$ cat src/mimc_defs.svh
// constants of the mac interface mode control block
`ifndef MIMC_DEFS_SVH
`define MIMC_DEFS_SVH

`define MIMC_ADDR_W       5
`define MIMC_DATA_W       16
`define MIMC_ADDR_CTRL    5'h17
`define MIMC_ADDR_ISTAT   5'h1E
`define MIMC_ADDR_IMASK   5'h1F

`define MIMC_CTRL_RST     16'h0041
`define MIMC_CTRL_WMASK   16'h1FF3

`define MIMC_IRQ_W        2

`define MIMC_EB_CODE_14   2'h0
`define MIMC_EB_CODE_2    2'h1
`define MIMC_EB_CODE_6    2'h2
`define MIMC_EB_CODE_10   2'h3
`define MIMC_EB_TOL_14    5'h0E
`define MIMC_EB_TOL_2     5'h02
`define MIMC_EB_TOL_6     5'h06
`define MIMC_EB_TOL_10    5'h0A

`define MIMC_CLK_SHIFT_PS 12'hDAC
`define MIMC_NO_SHIFT_PS  12'h000

`define MIMC_STRAP_LOAD   2'h2
`define MIMC_STRAP_DONE   2'h3

`endif

$ cat src/mimc_pkg.sv
// types of the mac interface mode control block
`include "mimc_defs.svh"

package mimc_pkg;

    typedef enum logic [1:0] {MIMC_MII, MIMC_RMII, MIMC_RGMII} mimc_mode_t;

    typedef enum logic [1:0] {
        MIMC_EB_IDLE,
        MIMC_EB_FILL,
        MIMC_EB_RUN
    } mimc_eb_st_t;

    typedef struct packed {
        logic [2:0] rsvd;
        logic       rx_shift;
        logic       tx_shift_off;
        logic       tx_sync;
        logic       rgmii;
        logic       rmii_shift;
        logic       ref50;
        logic       fifo_norm;
        logic       rmii;
        logic       rev10;
        logic       ovf;
        logic       unf;
        logic [1:0] eb_size;
    } mimc_ctrl_t;

    typedef struct packed {
        logic                    wr;
        logic                    rd;
        logic [`MIMC_ADDR_W-1:0] addr;
        logic [`MIMC_DATA_W-1:0] wdata;
    } mimc_bus_req_t;

    typedef struct packed {
        mimc_mode_t mode;
        logic [11:0] rx_clk_delay_ps;
        logic [11:0] tx_clk_delay_ps;
        logic        rmii_tx_shift_en;
        logic        tx_sync_mode;
        logic        ref_clk_50m;
        logic        fifo_bypass;
        logic        rx_clk_ref50_sel;
    } mimc_cfg_t;

    typedef struct packed {
        logic link_clk;
        logic rec_clk;
        logic rec_bit;
        logic rx_crs;
        logic strap_rgmii;
        logic strap_ref50;
    } mimc_pins_t;

    typedef struct packed {
        mimc_pins_t              sync1;
        mimc_pins_t              sync2;
        logic                    lclk_prev;
        logic                    rclk_prev;
        mimc_ctrl_t              ctrl;
        logic [`MIMC_IRQ_W-1:0]  istat;
        logic [`MIMC_IRQ_W-1:0]  imask;
        logic [`MIMC_DATA_W-1:0] rdata;
        logic [1:0]              strap_cnt;
        logic                    crs_dv;
        logic                    rx_data;
    } mimc_state_t;

endpackage : mimc_pkg

$ cat src/mimc_elastic.sv
// receive elasticity buffer between recovered data and reference clock
`timescale 1ns/1ps
`default_nettype none

module mimc_elastic #(
    parameter int DEPTH = 16,
    parameter int CW    = $clog2(DEPTH) + 1
) (
    input  wire logic          clock,   // block clock
    input  wire logic          rst_n,   // sync reset, active low
    input  wire logic          flush,   // empty and idle the buffer
    input  wire logic [CW-1:0] cap,     // tolerance in bits
    input  wire logic          wr_en,   // recovered bit arrives
    input  wire logic          wr_bit,  // recovered bit value
    input  wire logic          rd_tick, // reference clock edge
    input  wire logic          frame,   // carrier present
    output var  logic          rd_bit,  // bit handed out
    output var  logic          pending, // bits still held
    output var  logic          ovf,     // overflow pulse
    output var  logic          unf      // underflow pulse
);
    import mimc_pkg::*;

    localparam int AW = CW - 1;

    typedef struct packed {
        logic [DEPTH-1:0] mem;
        logic [AW-1:0]    wp;
        logic [AW-1:0]    rp;
        logic [CW-1:0]    cnt;
        mimc_eb_st_t      st;
        logic             rd_bit;
        logic             ovf;
        logic             unf;
    } mimc_eb_t;

    localparam mimc_eb_t EB_RST = '{st: MIMC_EB_IDLE, default: '0};

    mimc_eb_t q;
    mimc_eb_t d;
    logic     do_wr;
    logic     do_rd;

    always_comb begin
        d = q;
        d.ovf = 1'b0;
        d.unf = 1'b0;
        do_wr = wr_en && (q.cnt < cap);
        do_rd = rd_tick && (q.st == MIMC_EB_RUN) && (q.cnt != '0);
        if (wr_en && !do_wr) begin
            d.ovf = 1'b1;
        end
        if (rd_tick && (q.st == MIMC_EB_RUN) && (q.cnt == '0) && frame) begin
            d.unf = 1'b1;
        end
        if (do_wr) begin
            d.mem[q.wp] = wr_bit;
            d.wp = q.wp + 1'b1;
        end
        if (do_rd) begin
            d.rd_bit = q.mem[q.rp];
            d.rp = q.rp + 1'b1;
        end
        d.cnt = q.cnt + CW'(do_wr) - CW'(do_rd);
        unique case (q.st)
            MIMC_EB_IDLE: if (do_wr) d.st = MIMC_EB_FILL;
            // start draining at half of the tolerance
            MIMC_EB_FILL: if (q.cnt >= (cap >> 1) || !frame) begin
                d.st = MIMC_EB_RUN;
            end
            MIMC_EB_RUN: if (q.cnt == '0 && !frame) d.st = MIMC_EB_IDLE;
            default: d.st = MIMC_EB_IDLE;
        endcase
        if (flush) begin
            d = EB_RST;
        end
    end

    always_ff @(posedge clock) begin
        if (!rst_n) begin
            q <= EB_RST;
        end else begin
            q <= d;
        end
    end

    assign rd_bit  = q.rd_bit;
    assign pending = (q.cnt != '0);
    assign ovf     = q.ovf;
    assign unf     = q.unf;

endmodule : mimc_elastic

`default_nettype wire

$ cat src/mimc_top.sv
// mac interface mode control: register, straps, crs_dv and rx buffer
// Summary of operation
// RQ1: bit 12 delays rx clock 3.5ns
// RQ2: bit 11 one disables tx clock shift
// RQ3: bit 10 selects shared clock reference
// RQ4: bit 9 selects rgmii, strap default
// RQ5: bit 8 enables rmii tx clock shift
// RQ6: bit 7 picks 50 or 25 MHz
// RQ7: bit 6 zero bypasses fifo, rxclk 50MHz
// RQ8: bit 5 picks rmii or mii
// RQ9: revision 1.0 holds crs_dv until drained
// RQ10: revision 1.2 toggles crs_dv while draining
// RQ11: overflow flag bit 3, cleared by read
// RQ12: underflow flag bit 2, cleared by read
// RQ13: bits 1:0 size elasticity buffer tolerance
// RQ14: software derates buffer at wider ppm
// RQ15: straps load at reset, writable afterwards
//
// The strobed register port was chosen for this implementation.
`timescale 1ns/1ps
`default_nettype none

`include "mimc_defs.svh"

module mimc_top #(
    parameter int EB_DEPTH = 16
) (
    input  wire logic                  clock,       // 20 MHz clock
    input  wire logic                  rst_n,       // sync reset, low
    input  wire mimc_pkg::mimc_bus_req_t bus,       // register request
    output var  logic [`MIMC_DATA_W-1:0] rdata,     // read data
    output var  logic                  irq,         // level interrupt
    input  wire logic                  link_clk,    // rmii reference pin
    input  wire logic                  rec_clk,     // recovered clock pin
    input  wire logic                  rec_bit,     // recovered data pin
    input  wire logic                  rx_crs,      // carrier sense pin
    input  wire logic                  strap_rgmii, // rgmii strap pin
    input  wire logic                  ref_clock_select_strap, // 50m
    output var  logic                  crs_dv,      // carrier/valid
    output var  logic                  rx_data,     // receive bit
    output var  mimc_pkg::mimc_cfg_t   cfg          // interface setup
);
    import mimc_pkg::*;

    localparam mimc_state_t ST_RST = '{
        ctrl: mimc_ctrl_t'(`MIMC_CTRL_RST),
        default: '0
    };

    mimc_state_t q;
    mimc_state_t d;
    mimc_pins_t  pins_in;
    mimc_ctrl_t  wctl;
    mimc_mode_t  mode_c;
    logic [4:0]  eb_cap;
    logic        link_rise;
    logic        rec_rise;
    logic        crs_s;
    logic        wr_ctrl;
    logic        rd_ctrl;
    logic        wr_istat;
    logic        wr_imask;
    logic        eb_flush;
    logic        eb_rd_bit;
    logic        eb_pend;
    logic        eb_ovf;
    logic        eb_unf;
    mimc_ctrl_t  rd_view;
    logic [`MIMC_IRQ_W-1:0] ev_vec;
    logic [`MIMC_IRQ_W-1:0] wr_bits;

    assign pins_in = '{
        link_clk:    link_clk,
        rec_clk:     rec_clk,
        rec_bit:     rec_bit,
        rx_crs:      rx_crs,
        strap_rgmii: strap_rgmii,
        strap_ref50: ref_clock_select_strap
    };

    assign wctl      = mimc_ctrl_t'(bus.wdata);
    assign wr_ctrl   = bus.wr && (bus.addr == `MIMC_ADDR_CTRL);
    assign rd_ctrl   = bus.rd && (bus.addr == `MIMC_ADDR_CTRL);
    assign wr_istat  = bus.wr && (bus.addr == `MIMC_ADDR_ISTAT);
    assign wr_imask  = bus.wr && (bus.addr == `MIMC_ADDR_IMASK);
    assign link_rise = q.sync2.link_clk && !q.lclk_prev;
    assign rec_rise  = q.sync2.rec_clk && !q.rclk_prev;
    assign crs_s     = q.sync2.rx_crs;
    assign rd_view   = mimc_ctrl_t'(rdata);
    assign ev_vec    = {eb_unf, eb_ovf};
    assign wr_bits   = bus.wdata[`MIMC_IRQ_W-1:0];

    // rgmii wins, else rmii or mii
    assign mode_c = q.ctrl.rgmii ? MIMC_RGMII :             // [RQ4]
                    (q.ctrl.rmii ? MIMC_RMII : MIMC_MII);   // [RQ8]

    always_comb begin
        cfg = '0;
        cfg.mode = mode_c;
        cfg.rx_clk_delay_ps = q.ctrl.rx_shift ? `MIMC_CLK_SHIFT_PS
                                              : `MIMC_NO_SHIFT_PS; // [RQ1]
        // inverted sense: one turns the shift off
        cfg.tx_clk_delay_ps = q.ctrl.tx_shift_off ? `MIMC_NO_SHIFT_PS
                                                  : `MIMC_CLK_SHIFT_PS; // [RQ2]
        cfg.tx_sync_mode = q.ctrl.tx_sync;                  // [RQ3]
        cfg.rmii_tx_shift_en = q.ctrl.rmii_shift;           // [RQ5]
        cfg.ref_clk_50m = q.ctrl.ref50;                     // [RQ6]
        cfg.fifo_bypass = !q.ctrl.fifo_norm;                // [RQ7]
        cfg.rx_clk_ref50_sel = !q.ctrl.fifo_norm
                               && (mode_c == MIMC_RMII);    // [RQ7]
    end

    // tolerance in bits for each size code
    always_comb begin
        unique case (q.ctrl.eb_size)
            `MIMC_EB_CODE_14: eb_cap = `MIMC_EB_TOL_14;    // [RQ13]
            `MIMC_EB_CODE_2:  eb_cap = `MIMC_EB_TOL_2;     // [RQ13]
            `MIMC_EB_CODE_6:  eb_cap = `MIMC_EB_TOL_6;     // [RQ13]
            `MIMC_EB_CODE_10: eb_cap = `MIMC_EB_TOL_10;    // [RQ13]
        endcase
    end

    assign eb_flush = cfg.fifo_bypass || (mode_c != MIMC_RMII);

    mimc_elastic #(
        .DEPTH   (EB_DEPTH)
    ) u_elastic (
        .clock   (clock),
        .rst_n   (rst_n),
        .flush   (eb_flush),
        .cap     (eb_cap),
        .wr_en   (rec_rise),
        .wr_bit  (q.sync2.rec_bit),
        .rd_tick (link_rise),
        .frame   (crs_s),
        .rd_bit  (eb_rd_bit),
        .pending (eb_pend),
        .ovf     (eb_ovf),
        .unf     (eb_unf)
    );

    always_comb begin
        d = q;
        d.sync1 = pins_in;
        d.sync2 = q.sync1;
        d.lclk_prev = q.sync2.link_clk;
        d.rclk_prev = q.sync2.rec_clk;

        // strap levels taken once the synchroniser has settled
        if (q.strap_cnt != `MIMC_STRAP_DONE) begin
            d.strap_cnt = q.strap_cnt + 2'h1;
        end
        if (q.strap_cnt == `MIMC_STRAP_LOAD) begin
            d.ctrl.rgmii = q.sync2.strap_rgmii;             // [RQ15]
            d.ctrl.ref50 = q.sync2.strap_ref50;             // [RQ15]
        end

        // status bits and reserved bits ignore writes
        if (wr_ctrl) begin
            d.ctrl = mimc_ctrl_t'((bus.wdata & `MIMC_CTRL_WMASK)
                     | (d.ctrl & ~`MIMC_CTRL_WMASK));       // [RQ15]
        end

        // set beats the clear of the read
        d.ctrl.ovf = eb_ovf || (q.ctrl.ovf && !rd_ctrl);    // [RQ11]
        d.ctrl.unf = eb_unf || (q.ctrl.unf && !rd_ctrl);    // [RQ12]

        d.istat = {eb_unf, eb_ovf} | (q.istat &
                  ~(wr_istat ? bus.wdata[`MIMC_IRQ_W-1:0]
                             : `MIMC_IRQ_W'(0)));
        if (wr_imask) begin
            d.imask = bus.wdata[`MIMC_IRQ_W-1:0];
        end

        d.rdata = '0;
        if (bus.rd) begin
            unique case (bus.addr)
                `MIMC_ADDR_CTRL:  d.rdata = q.ctrl;         // [RQ11]
                `MIMC_ADDR_ISTAT: d.rdata = `MIMC_DATA_W'(q.istat);
                `MIMC_ADDR_IMASK: d.rdata = `MIMC_DATA_W'(q.imask);
                default:          d.rdata = '0;
            endcase
        end

        if (q.ctrl.rev10) begin
            d.crs_dv = crs_s || eb_pend;                    // [RQ9]
        end else if (crs_s) begin
            d.crs_dv = 1'b1;
        end else if (eb_pend) begin
            // carrier gone, data still draining
            if (link_rise) begin
                d.crs_dv = !q.crs_dv;                       // [RQ10]
            end
        end else begin
            d.crs_dv = 1'b0;
        end

        d.rx_data = cfg.fifo_bypass ? q.sync2.rec_bit : eb_rd_bit;
    end

    always_ff @(posedge clock) begin
        if (!rst_n) begin
            q <= ST_RST;
        end else begin
            q <= d;
        end
    end

    assign rdata   = q.rdata;
    assign irq     = |(q.istat & q.imask);
    assign crs_dv  = q.crs_dv;
    assign rx_data = q.rx_data;
endmodule : mimc_top

`default_nettype wire

$ cat config.mk
export PLATFORM = sky130hd
export DESIGN_NAME = mimc_top
export DESIGN_NICKNAME = d
export VERILOG_FILES = /design/src/mimc_pkg.sv /design/src/mimc_elastic.sv /design/src/mimc_top.sv
export VERILOG_INCLUDE_DIRS = /design/src /design/src/src
export SDC_FILE = /design/constraint.sdc
export NUM_CORES = 1
export LEC_CHECK = 0
export BUFFER_PORTS_ARGS = -buffer_cell sky130_fd_sc_hd__buf_2
export CAP_MARGIN = 5
export CORE_ASPECT_RATIO = 1.75
export CORE_UTILIZATION = 55
export DETAILED_ROUTE_END_ITERATION = 6
export HOLD_SLACK_MARGIN = 0.12
export PLACE_DENSITY = 0.81
export RECOVER_POWER = 25
export SLEW_MARGIN = 20
export SYNTH_ARGS = -nofsm -noshare
export SYNTH_HDL_FRONTEND = slang
export SYNTH_SLANG_ARGS = --single-unit
$ cat constraint.sdc
create_clock -name clock -period 3.8 [get_ports clock]
set_input_delay 0.76 -clock clock [delete_from_list [all_inputs] [get_ports clock]]
set_output_delay 0.76 -clock clock [all_outputs]
set_load 0.02 [all_outputs]
==> impl_metrics.ini, run 1 <==
[finish]
final_layout_size_suffix_gt1_frac = 0.217
fillers = 556
syn_to_final_growth_pct = 10.0
nets = 476
fin_area_um2 = 4290
n_antenna_cell = 0

[logic_synthesis]
yosysWarnings = 0
postSynthAreaPerCell_um2 = 9.87
synth_cell_types = 51
syn_area_um2 = 3900
async_flop_share = 0
synth-edff-count = 0
ys.flop_type = dfxtp_1
seq_area_frac_synth = 0.421
syn_inst = 395
ys_seq_elements = 82

[setup_path]
critPathMaxStageDelay_ns = 0.50
cp_cell_sequence = inv_1 -> ha_1 -> or4b_4 -> nand2_2 -> inv_2 -> ha_1 -> inv_1 -> ha_1 -> inv_1 -> fa_1 -> nand2b_1 -> a21oi_1 -> or3_1 -> a21oi_1
start_kind = flop
crit_type = flop to flop
cp_top_family = adder cells
cp.arrival_ns = 3.09
path_buf_inv = 4
cpMaxStageDelayCell = or4b_4
critPathMaxFanout = 4
worstPathRequired_ns = 4.00
end_kind = flop
r2r_setup_slack_ns = 0.91

[clocking]
insertion_delay_ns = 0.34
post_cts_resized = 0
htreeDepth = 3
cts-hold-fix-buffers = 0
post_cts_buffers = 0
clk_path_buf_depth = 2
cts_root_buf = clkbuf_16
path_clk_slew_ns = 0.06
cts_num_sinks = 82
cts_made_buffers = 9
cts_tree = yes

[timing]
min_period_ns = 2.89
fmaxAchievable_mhz = 346
drv_slew = 0
fin_tns_setup_ns = 0
relSlewSlack = 0.180
rsz0062_at_grt = no
post-route-period-util = 0.760
worst-slew-pin-transition_ns = 1.23
fin_skew_ns = 0.00794
setup_viol = 0
hold_viol_final = 0

[min_path]
min_path_type = flop to flop

[power_and_ir_drop]
switching_share = 0.210
power_density_nw_per_um2 = 443
clkPwrFrac = 0.494
comb_power_share = 0.041
p_leak_nw = 1.87
switchingPower_mw = 0.398
pwr-share-seq = 0.465
p_total_mw = 1.90
p_int_mw = 1.50
ir_drop_mv = 0.331

[floorplanning]
initial_core_util = 0.568
die_x_um = 65.6
coreArea_um2 = 6860
ios = 81
dieArea_um2 = 7440
fp-row-count = 40
die_h_um = 113

[place]
dpl_cell_area_um2 = 3970
dp_hpwl_um = 5100
gp_congestion = 0.829
portBuffers = 62

[grt]
grt_first_pass_wirelength_um = 11600
grt_util_all_layers = 0.206
grt_max_degree = 39
overflow = 0
antenna_found_initial = 0
grt_pass1_vias = 2632

[route]
routedWlPerCell_um = 13.6
drt-pass1-iter-count = 4
wl_um = 6960
vias = 2765
viasPerCell = 5.39
dr.first_iter.drc_count = 136
postRouteAntennaNets = 0
drc = 0

[status]
status = finished, final reports clean

[run]
drv_cap = 0
## stage by stage
stage / hold slack [ns] / setup WS (ns) / util / instances
2_1_floorplan: 0.412 / 1.18 / - / 407
3_3_place_gp: 0.416 / 0.984 / 0.579 / 497
3_5_place_dp: 0.420 / 0.922 / 0.579 / 497
4_1_cts: 0.433 / 0.904 / 0.627 / 513
5_1_grt: 0.445 / 0.617 / 0.625 / 513
6_report: 0.430 / 0.910 / 0.625 / 513
## metal layers
layer  global-route usage  part of all wire  vias up
li1                     -                 -     1368
met1                0.192              0.38     1316
met2                0.394              0.55       71
met3               0.0595             0.045       10
met4               0.0870             0.018        0
met5                    0                 0        -
## path summary, 6_finish.rpt
path,endpoint,cells after the start,start
setup / recovery,u_elastic.q[9],14,u_elastic.q[7]
hold / removal,crs_s,1,d[44]
setup reg to reg,u_elastic.q[9],14,u_elastic.q[7]
hold reg to reg,crs_s,1,d[44]
## placed cells by master, fill, tap and decap left out, types with 13 or more instances in the layout
cell,instances
nor2b_1,15
conb_1,13
nor2_1,15
buf_2,56
mux2i_1,21
and2_1,19
o211ai_1,16
ha_1,20
dfxtp_1,82
inv_1,24
## registers in the layout, summed over array words and instances, names as in the netlist
name and flops:
u_elastic.q 31, q 21, rdata 13, d 8
cfg 3, crs_dv 1, crs_s 1, rx_data 1
u_elastic.ovf 1, u_elastic.rd_bit 1, u_elastic.unf 1
## final cells by class
cell class | count | area [µm²] | area share
flip-flops and latches | 82 | 1640 | 0.383
clock inverters | 6 | 90.1 | 0.0210
clock buffers | 10 | 239 | 0.0557
inverters | 25 | 93.8 | 0.0219
well taps | 84 | 105 | 0.0245
multi-input cells | 242 | 1800 | 0.421
repair buffers | 64 | 314 | 0.0732
## cells by family (layout without fill, tap and decap cells)
group | Yosys count | in the layout | share of synthesized area
AO/OA/AOI/OAI | 71 | 71 | 0.139
AND/OR/NAND/NOR | 105 | 105 | 0.156
adder cells (fa/ha/maj) | 21 | 21 | 0.0693
XOR/XNOR | 9 | 9 | 0.0202
other | 1 | 13 | 0.000962
multiplexers | 23 | 23 | 0.0655
flip-flops | 82 | 82 | 0.421
buffers and inverters | 83 | 105 | 0.127
## synth_stat cells (all sizes together), types with 2 or more instances
| master | number | area share |
|---|---|---|
| a21oi | 10 | 0.014 |
| a2bb2oi | 2 | 0.0045 |
| a31oi | 3 | 0.0048 |
| and2 | 27 | 0.043 |
| and3 | 2 | 0.0032 |
| buf | 49 | 0.095 |
| clkbuf | 9 | 0.0087 |
| dfxtp | 82 | 0.42 |
| ha | 20 | 0.064 |
| inv | 25 | 0.024 |
| mux2i | 21 | 0.054 |
| mux4 | 2 | 0.012 |
| nand2 | 13 | 0.013 |
| nand2b | 3 | 0.0048 |
| nand3 | 11 | 0.015 |
| nand3b | 2 | 0.0039 |
| nand4 | 3 | 0.0048 |
| nor2 | 17 | 0.018 |
| nor2b | 16 | 0.026 |
| nor3 | 2 | 0.0026 |
| o2111ai | 3 | 0.0067 |
| o211a | 2 | 0.0051 |
| o211ai | 21 | 0.047 |
| o21ai | 10 | 0.013 |
| o31ai | 16 | 0.036 |
| or3 | 3 | 0.0048 |
| xnor2 | 7 | 0.016 |
| xor2 | 2 | 0.0045 |
## power groups by stage
stage | clock, mW | combinational (mW) | sequential (mW)
after global placement | 0 | 0.0768 | 0.900
after global routing | 0.995 | 0.0876 | 0.883
final | 0.938 | 0.0786 | 0.882
after detailed placement | 0 | 0.0793 | 0.901
after floorplan | 0 | 0.0686 | 0.899
after CTS | 0.953 | 0.0803 | 0.882
## worst reg2reg max path: stages, from the launching register on
cell and delay, ns:
dfxtp_1 0.34, inv_1 0.09, ha_1 0.17, or4b_4 0.50
nand2_2 0.12, inv_2 0.07, ha_1 0.29, inv_1 0.06
ha_1 0.17, inv_1 0.06, fa_1 0.40, nand2b_1 0.16
a21oi_1 0.15, or3_1 0.12, a21oi_1 0.05
No activity file was read; power rests on OpenSTA's default activity.
==> run 2: changes to the inputs <==
Settings changed: ABC_AREA from default to 1.
Clock period 3.8 ns to 2.8 ns, I/O delays scaled along.
==> run 2 against run 1 <==
  * Maximum frequency up 16%
  * Critical path depth up 1
  * Critical endpoint unchanged
  * Highest routed layer unchanged
  * Register-to-register slack worse by 0.60 ns
  * Sequential cell count unchanged
  * Via count up 23%
  * Cell count up 31%
  * Clock skew down 0.0028 ns
==> impl_metrics.ini, run 2 <==
[finish]
fin_area_um2 = 4480
n_antenna_cell = 0
nets = 635
syn_to_final_growth_pct = 11.0
largest_reg_flops = 31
final_cell_mix = nand2_1 (96), inv_1 (86), dfxtp_1 (82), nor2_1 (57), buf_2 (55)
layout_commonest_cell = nand2_1
max_flop_register = u_elastic.q
final_layout_size_suffix_gt1_frac = 0.163

[route]
drt-pass1-iter-count = 4
wl_um = 8160
drc = 0
dr.first_iter.drc_count = 203
routedWlPerCell_um = 12.1
viasPerCell = 5.05
vias = 3407
postRouteAntennaNets = 0

[floorplanning]
coreArea_um2 = 7180
dieArea_um2 = 7700
die_h_um = 115
fp-row-count = 41
initial_core_util = 0.562
ios = 81
die_x_um = 66.8

[power_and_ir_drop]
p_leak_nw = 2.10
ir_drop_mv = 0.289
p_total_mw = 2.44
power_density_nw_per_um2 = 545

[setup_path]
start_kind = flop
worstPathRequired_ns = 3.07
cp_cell_sequence = inv_2 -> ha_4 -> ha_4 -> nor2_4 -> a21boi_4 -> nand2_4 -> inv_4 -> ha_1 -> inv_1 -> fa_2 -> nor2_2 -> nor2_1 -> o21bai_1 -> o21ai_0 -> a21oi_1
cpMaxStageDelayCell = dfxtp_1
critPathMaxFanout = 5
cp.arrival_ns = 2.76
end_kind = flop
cp_top_family = adder cells
path_common_cell = ha_4
path_buf_inv = 3
crit_type = flop to flop
critPathMaxStageDelay_ns = 0.34

[timing]
fmaxAchievable_mhz = 402
setup_viol = 0
fin_skew_ns = 0.00514
drv_slew = 0
worst-slew-pin-transition_ns = 1.28
rsz0062_at_grt = no
relSlewSlack = 0.147
min_period_ns = 2.49
fin_tns_setup_ns = 0
hold_viol_final = 0
post-route-period-util = 0.888

[clocking]
clk_path_buf_depth = 2
cts-hold-fix-buffers = 0
cts_made_buffers = 9
insertion_delay_ns = 0.34
cts_num_sinks = 82
cts_root_buf = clkbuf_16
path_clk_slew_ns = 0.06
cts_tree = yes
htreeDepth = 3

[logic_synthesis]
synth-edff-count = 0
async_flop_share = 0
yosys-top-cells-area = dfxtp_1 (41%), nand2_1 (9.0%), buf_4 (8.2%)
synth_top_family_by_area = simple AND/OR/NAND/NOR gates
ys_seq_elements = 82
synthSimpleGateAreaFrac = 0.238
ys.flop_type = dfxtp_1
synth_compound_area_frac = 0.0994
syn_inst = 547
yosysWarnings = 0
syn_area_um2 = 4040
seq_area_frac_synth = 0.406
synthMuxAreaShare = 0
yosysMostFrequentCell = nand2_1
synthXorXnorAreaFrac = 0.00434
postSynthAreaPerCell_um2 = 7.38
synth_largest_area_cell = dfxtp_1
synth.top_cell.area_share = 0.406
synth_cell_types = 32
synthTopCellsByCount = nand2_1 (97), inv_1 (88), dfxtp_1 (82)
synthAdderAreaFrac = 0.0669

[run]
drv_cap = 0

[grt]
overflow = 0
antenna_found_initial = 0
grt_util_all_layers = 0.228
grt_max_degree = 34
grt_pass1_vias = 3083
grt_first_pass_wirelength_um = 13300

[place]
portBuffers = 62
gp_congestion = 0.865
dp_hpwl_um = 5900
dpl_cell_area_um2 = 4150

[min_path]
min_path_type = flop to flop

[status]
status = finished, final reports clean
## run 2: cell types whose count changed in the layout (fill, tap and decap cells not counted), moves of 9 or more
cell,change
o21ai_0,+17
nand4_1,+12
nor2_1,+42
o211ai_1,-13
mux2i_1,-21
nand2_1,+84
a21oi_1,+28
and2_1,-19
nor2b_1,-15
inv_1,+62
o31ai_1,-12
nor3_1,+9
nand3_1,+18
## run 2: per-stage QoR
step                      std cells  utilization  setup WS (ns)  hold WS (ns)
after floorplan                 559            -          0.129         0.390
after global placement          656        0.578         0.0735         0.399
after detailed placement        656        0.578         0.0458         0.400
after CTS                       672        0.618         0.0206         0.399
after global routing            674        0.624         0.0433         0.411
final                           674        0.624          0.312         0.404
## run 2: layout make-up
| type | instances | area (µm²) |
|---|---|---|
| Timing Repair Buffer | 71 | 365 |
| Inverter | 90 | 340 |
| Tap cell | 86 | 108 |
| Sequential cell | 82 | 1640 |
| Fill cell | 624 | 2700 |
| Clock buffer | 10 | 229 |
| Clock inverter | 6 | 57.6 |
| Multi-Input combinational cell | 329 | 1740 |
## run 2: path summary, 6_finish.rpt
path         start             end  slack (ns)  cells after the start
max          q[24]  u_elastic.q[9]        0.31                     15
max reg2reg  q[24]  u_elastic.q[9]        0.31                     15
min          d[43]           q[43]        0.40                      2
min reg2reg  d[43]           q[43]        0.40                      2
## run 2: where the power goes
part,internal (mW),switching (mW),total [mW]
clock,0.684,0.448,1.13
sequential,1.19,0.0136,1.20
combinational,0.0377,0.0764,0.114
total,1.91,0.538,2.44
## run 2: layer usage
layer | vias to the layer above | wire, µm | GRT usage
met5 | - | 0 | 0
met1 | 1525 | 3060 | 0.230
met4 | 0 | 357 | 0.135
met3 | 28 | 342 | 0.0446
li1 | 1737 | - | -
met2 | 117 | 4400 | 0.417
## run 2: timing repair
action / in CTS / in global routing
resized for setup: 0 / 10
buffers inserted: 0 / 2
endpoints found under the setup margin: 0 / 1
## run 2: worst min-delay path, cell delays in order, from the launching register on
cell	delay, ns
dfxtp_1	0.30
nand2_1	0.04
inv_1	0.04
## run 2: cells by family (layout without fill, tap and decap cells)
family                   count (synthesis)  after routing
buffers and inverters                  148            177
AO/OA/AOI/OAI                           73             73
AND/OR/NAND/NOR                        220            220
flip-flops                              82             82
other                                    1             13
XOR/XNOR                                 2              2
adder cells (fa/ha/maj)                 21             21
==> run 3: changes to the inputs <==
Settings changed: CORE_UTILIZATION 55 to 56, SKIP_CTS_REPAIR_TIMING from default to 1, SYNTH_HIERARCHICAL from default to 1.
==> run 3 against run 2 <==
  * Synthesized cell count up 8.8%
  * Non-clock buffer count up 8
  * Maximum frequency down 9.8%
  * Combinational power up 32%
  * Sequential power about the same
  * Register-to-register slack worse by 0.27 ns
  * Wire length up 17%
  * Critical path type unchanged
  * Largest cell class unchanged
  * Largest power group unchanged
==> impl_metrics.ini, run 3 <==
[status]
status = finished, final reports clean

[floorplanning]
die_h_um = 119
coreArea_um2 = 7570
ios = 81
die_x_um = 68.9
fp-row-count = 42
initial_core_util = 0.579
dieArea_um2 = 8200

[setup_path]
path_common_cell = ha_4
worstPathRequired_ns = 3.07
crit_type = flop to flop
critPathMaxStageDelay_ns = 0.36
start_kind = flop
end_kind = flop
cp_cell_sequence = inv_4 -> ha_4 -> or2_4 -> inv_4 -> ha_4 -> nand2_2 -> nor2_2 -> nand2_2 -> nand2_2 -> nor2_4 -> inv_2 -> ha_4 -> inv_2 -> ha_4 -> inv_2 -> fa_2 -> nor2_2 -> o21ai_2 -> and3_1 -> nor3_2
cpMaxStageDelayCell = dfxtp_2
critPathMaxFanout = 3
cp.arrival_ns = 3.03

[finish]
layout_commonest_cell = nand2_1
syn_to_final_growth_pct = 11.2
final_layout_size_suffix_gt1_frac = 0.202
fin_area_um2 = 4870
largest_reg_flops = 31
max_flop_register = u_elastic/q
nets = 695
final_cell_mix = nand2_1 (107), inv_1 (85), dfxtp_1 (80), buf_2 (60), nor2_1 (54)
fin_util = 0.644
n_antenna_cell = 0

[grt]
grt_max_degree = 25
antenna_found_initial = 0
grt_pass1_vias = 3581
grt_first_pass_wirelength_um = 14800
overflow = 0
grt_util_all_layers = 0.240

[route]
routedWlPerCell_um = 13.0
drt-pass1-iter-count = 5
drc = 0
vias = 3924
postRouteAntennaNets = 0
viasPerCell = 5.37
wl_um = 9510
dr.first_iter.drc_count = 284

[logic_synthesis]
synth_cell_types = 35
yosysMostFrequentCell = nand2_1
syn_area_um2 = 4380
synth-edff-count = 0
synth.top_cell.area_share = 0.375
seq_area_frac_synth = 0.375
synth_largest_area_cell = dfxtp_1
yosysWarnings = 6
ys_seq_elements = 82
syn_inst = 595
async_flop_share = 0
ys.flop_type = dfxtp_1
synthTopCellsByCount = nand2_1 (109), inv_1 (93), dfxtp_1 (82)
yosys-top-cells-area = dfxtp_1 (37%), nand2_1 (9.3%), inv_1 (8.0%)
postSynthAreaPerCell_um2 = 7.37

[timing]
fmaxAchievable_mhz = 363
min_period_ns = 2.76
fin_skew_ns = 0.00683
worst-slew-pin-transition_ns = 0.680
setup_viol = 0
rsz0062_at_grt = yes
fin_tns_setup_ns = 0
drv_slew = 0
hold_viol_final = 0
relSlewSlack = 0.547
post-route-period-util = 0.985

[clocking]
clk_path_buf_depth = 2
cts_num_sinks = 82
cts_root_buf = clkbuf_16
cts_tree = yes
insertion_delay_ns = 0.34
htreeDepth = 3
cts_made_buffers = 9
path_clk_slew_ns = 0.06

[place]
gp_congestion = 0.904
portBuffers = 62
dp_hpwl_um = 6740
dpl_cell_area_um2 = 4570

[power_and_ir_drop]
ir_drop_mv = 0.327
power_density_nw_per_um2 = 491
p_leak_nw = 2.20
p_total_mw = 2.39

[min_path]
min_path_type = primary input to flop

[run]
drv_cap = 0
==> run 3: cell types whose count changed after synthesis, sizes merged, moves of 3 or more <==
cell and delta:
nand2 +13, a21oi +10, nand4 +9, inv +5
nor3b +4, o21ai +4, buf +3, clkinv +3
ha +3, nor3 -3
==> run 3: per-stage QoR <==
stage	setup WS [ns]	std cells	hold slack [ns]
3_3_place_gp	-0.0473	713	0.393
5_1_grt	-0.102	731	0.411
6_report	0.0416	731	0.401
2_1_floorplan	-0.111	610	0.390
3_5_place_dp	-0.167	713	0.399
4_1_cts	-0.186	727	0.396
==> run 3: report_power, final <==
group	switching (mW)	internal, mW
Sequential	0.0128	1.18
Combinational	0.100	0.0498
Clock	0.458	0.587
==> run 3: worst paths after layout <==
path	from	endpoint	slack [ns]	cells past startpoint
setup / recovery	q[24]	u_elastic/q[9]	0.04	20
hold / removal	strap_rgmii	d[43]	0.40	3
setup reg to reg	q[24]	u_elastic/q[9]	0.04	20
hold reg to reg	d[42]	q[42]	0.41	2
==> run 3: critical path: cells and delay by family (launching register included) <==
kind	cells	cell delay [ns]
AO/OA/AOI/OAI	1	0.07
adder cells (fa/ha/maj)	5	1.02
buffers and inverters	5	0.27
flip-flops	1	0.36
AND/OR/NAND/NOR	9	0.97
==> run 3: cells by family (layout without fill, tap and decap cells) <==
logic type | count (synthesis) | in the layout | synth area share
buf+inv | 158 | 191 | 0.180
simple gates | 247 | 247 | 0.273
xor+xnor | 3 | 3 | 0.00600
other cells | 2 | 17 | 0.00171
fa+ha+maj | 24 | 24 | 0.0702
compound gates | 79 | 79 | 0.0942
flops | 82 | 82 | 0.375
==> run 3: area by class of cell <==
cell class,instances,area (µm²)
Timing Repair Buffer,79,432
Fill cell,651,2690
Multi-Input combinational cell,370,2050
Sequential cell,82,1650
Inverter,98,374
Tap cell,88,110
Clock buffer,9,225
Clock inverter,5,33.8
==> run 3: per-layer routing <==
layer	global-route usage	part of all wire	routed length (µm)	vias up
met5	0	0	0	-
met4	0.135	0.047	448	0
met3	0.0613	0.049	462	47
met2	0.434	0.55	5200	142
met1	0.228	0.36	3400	1819
li1	-	-	-	1916
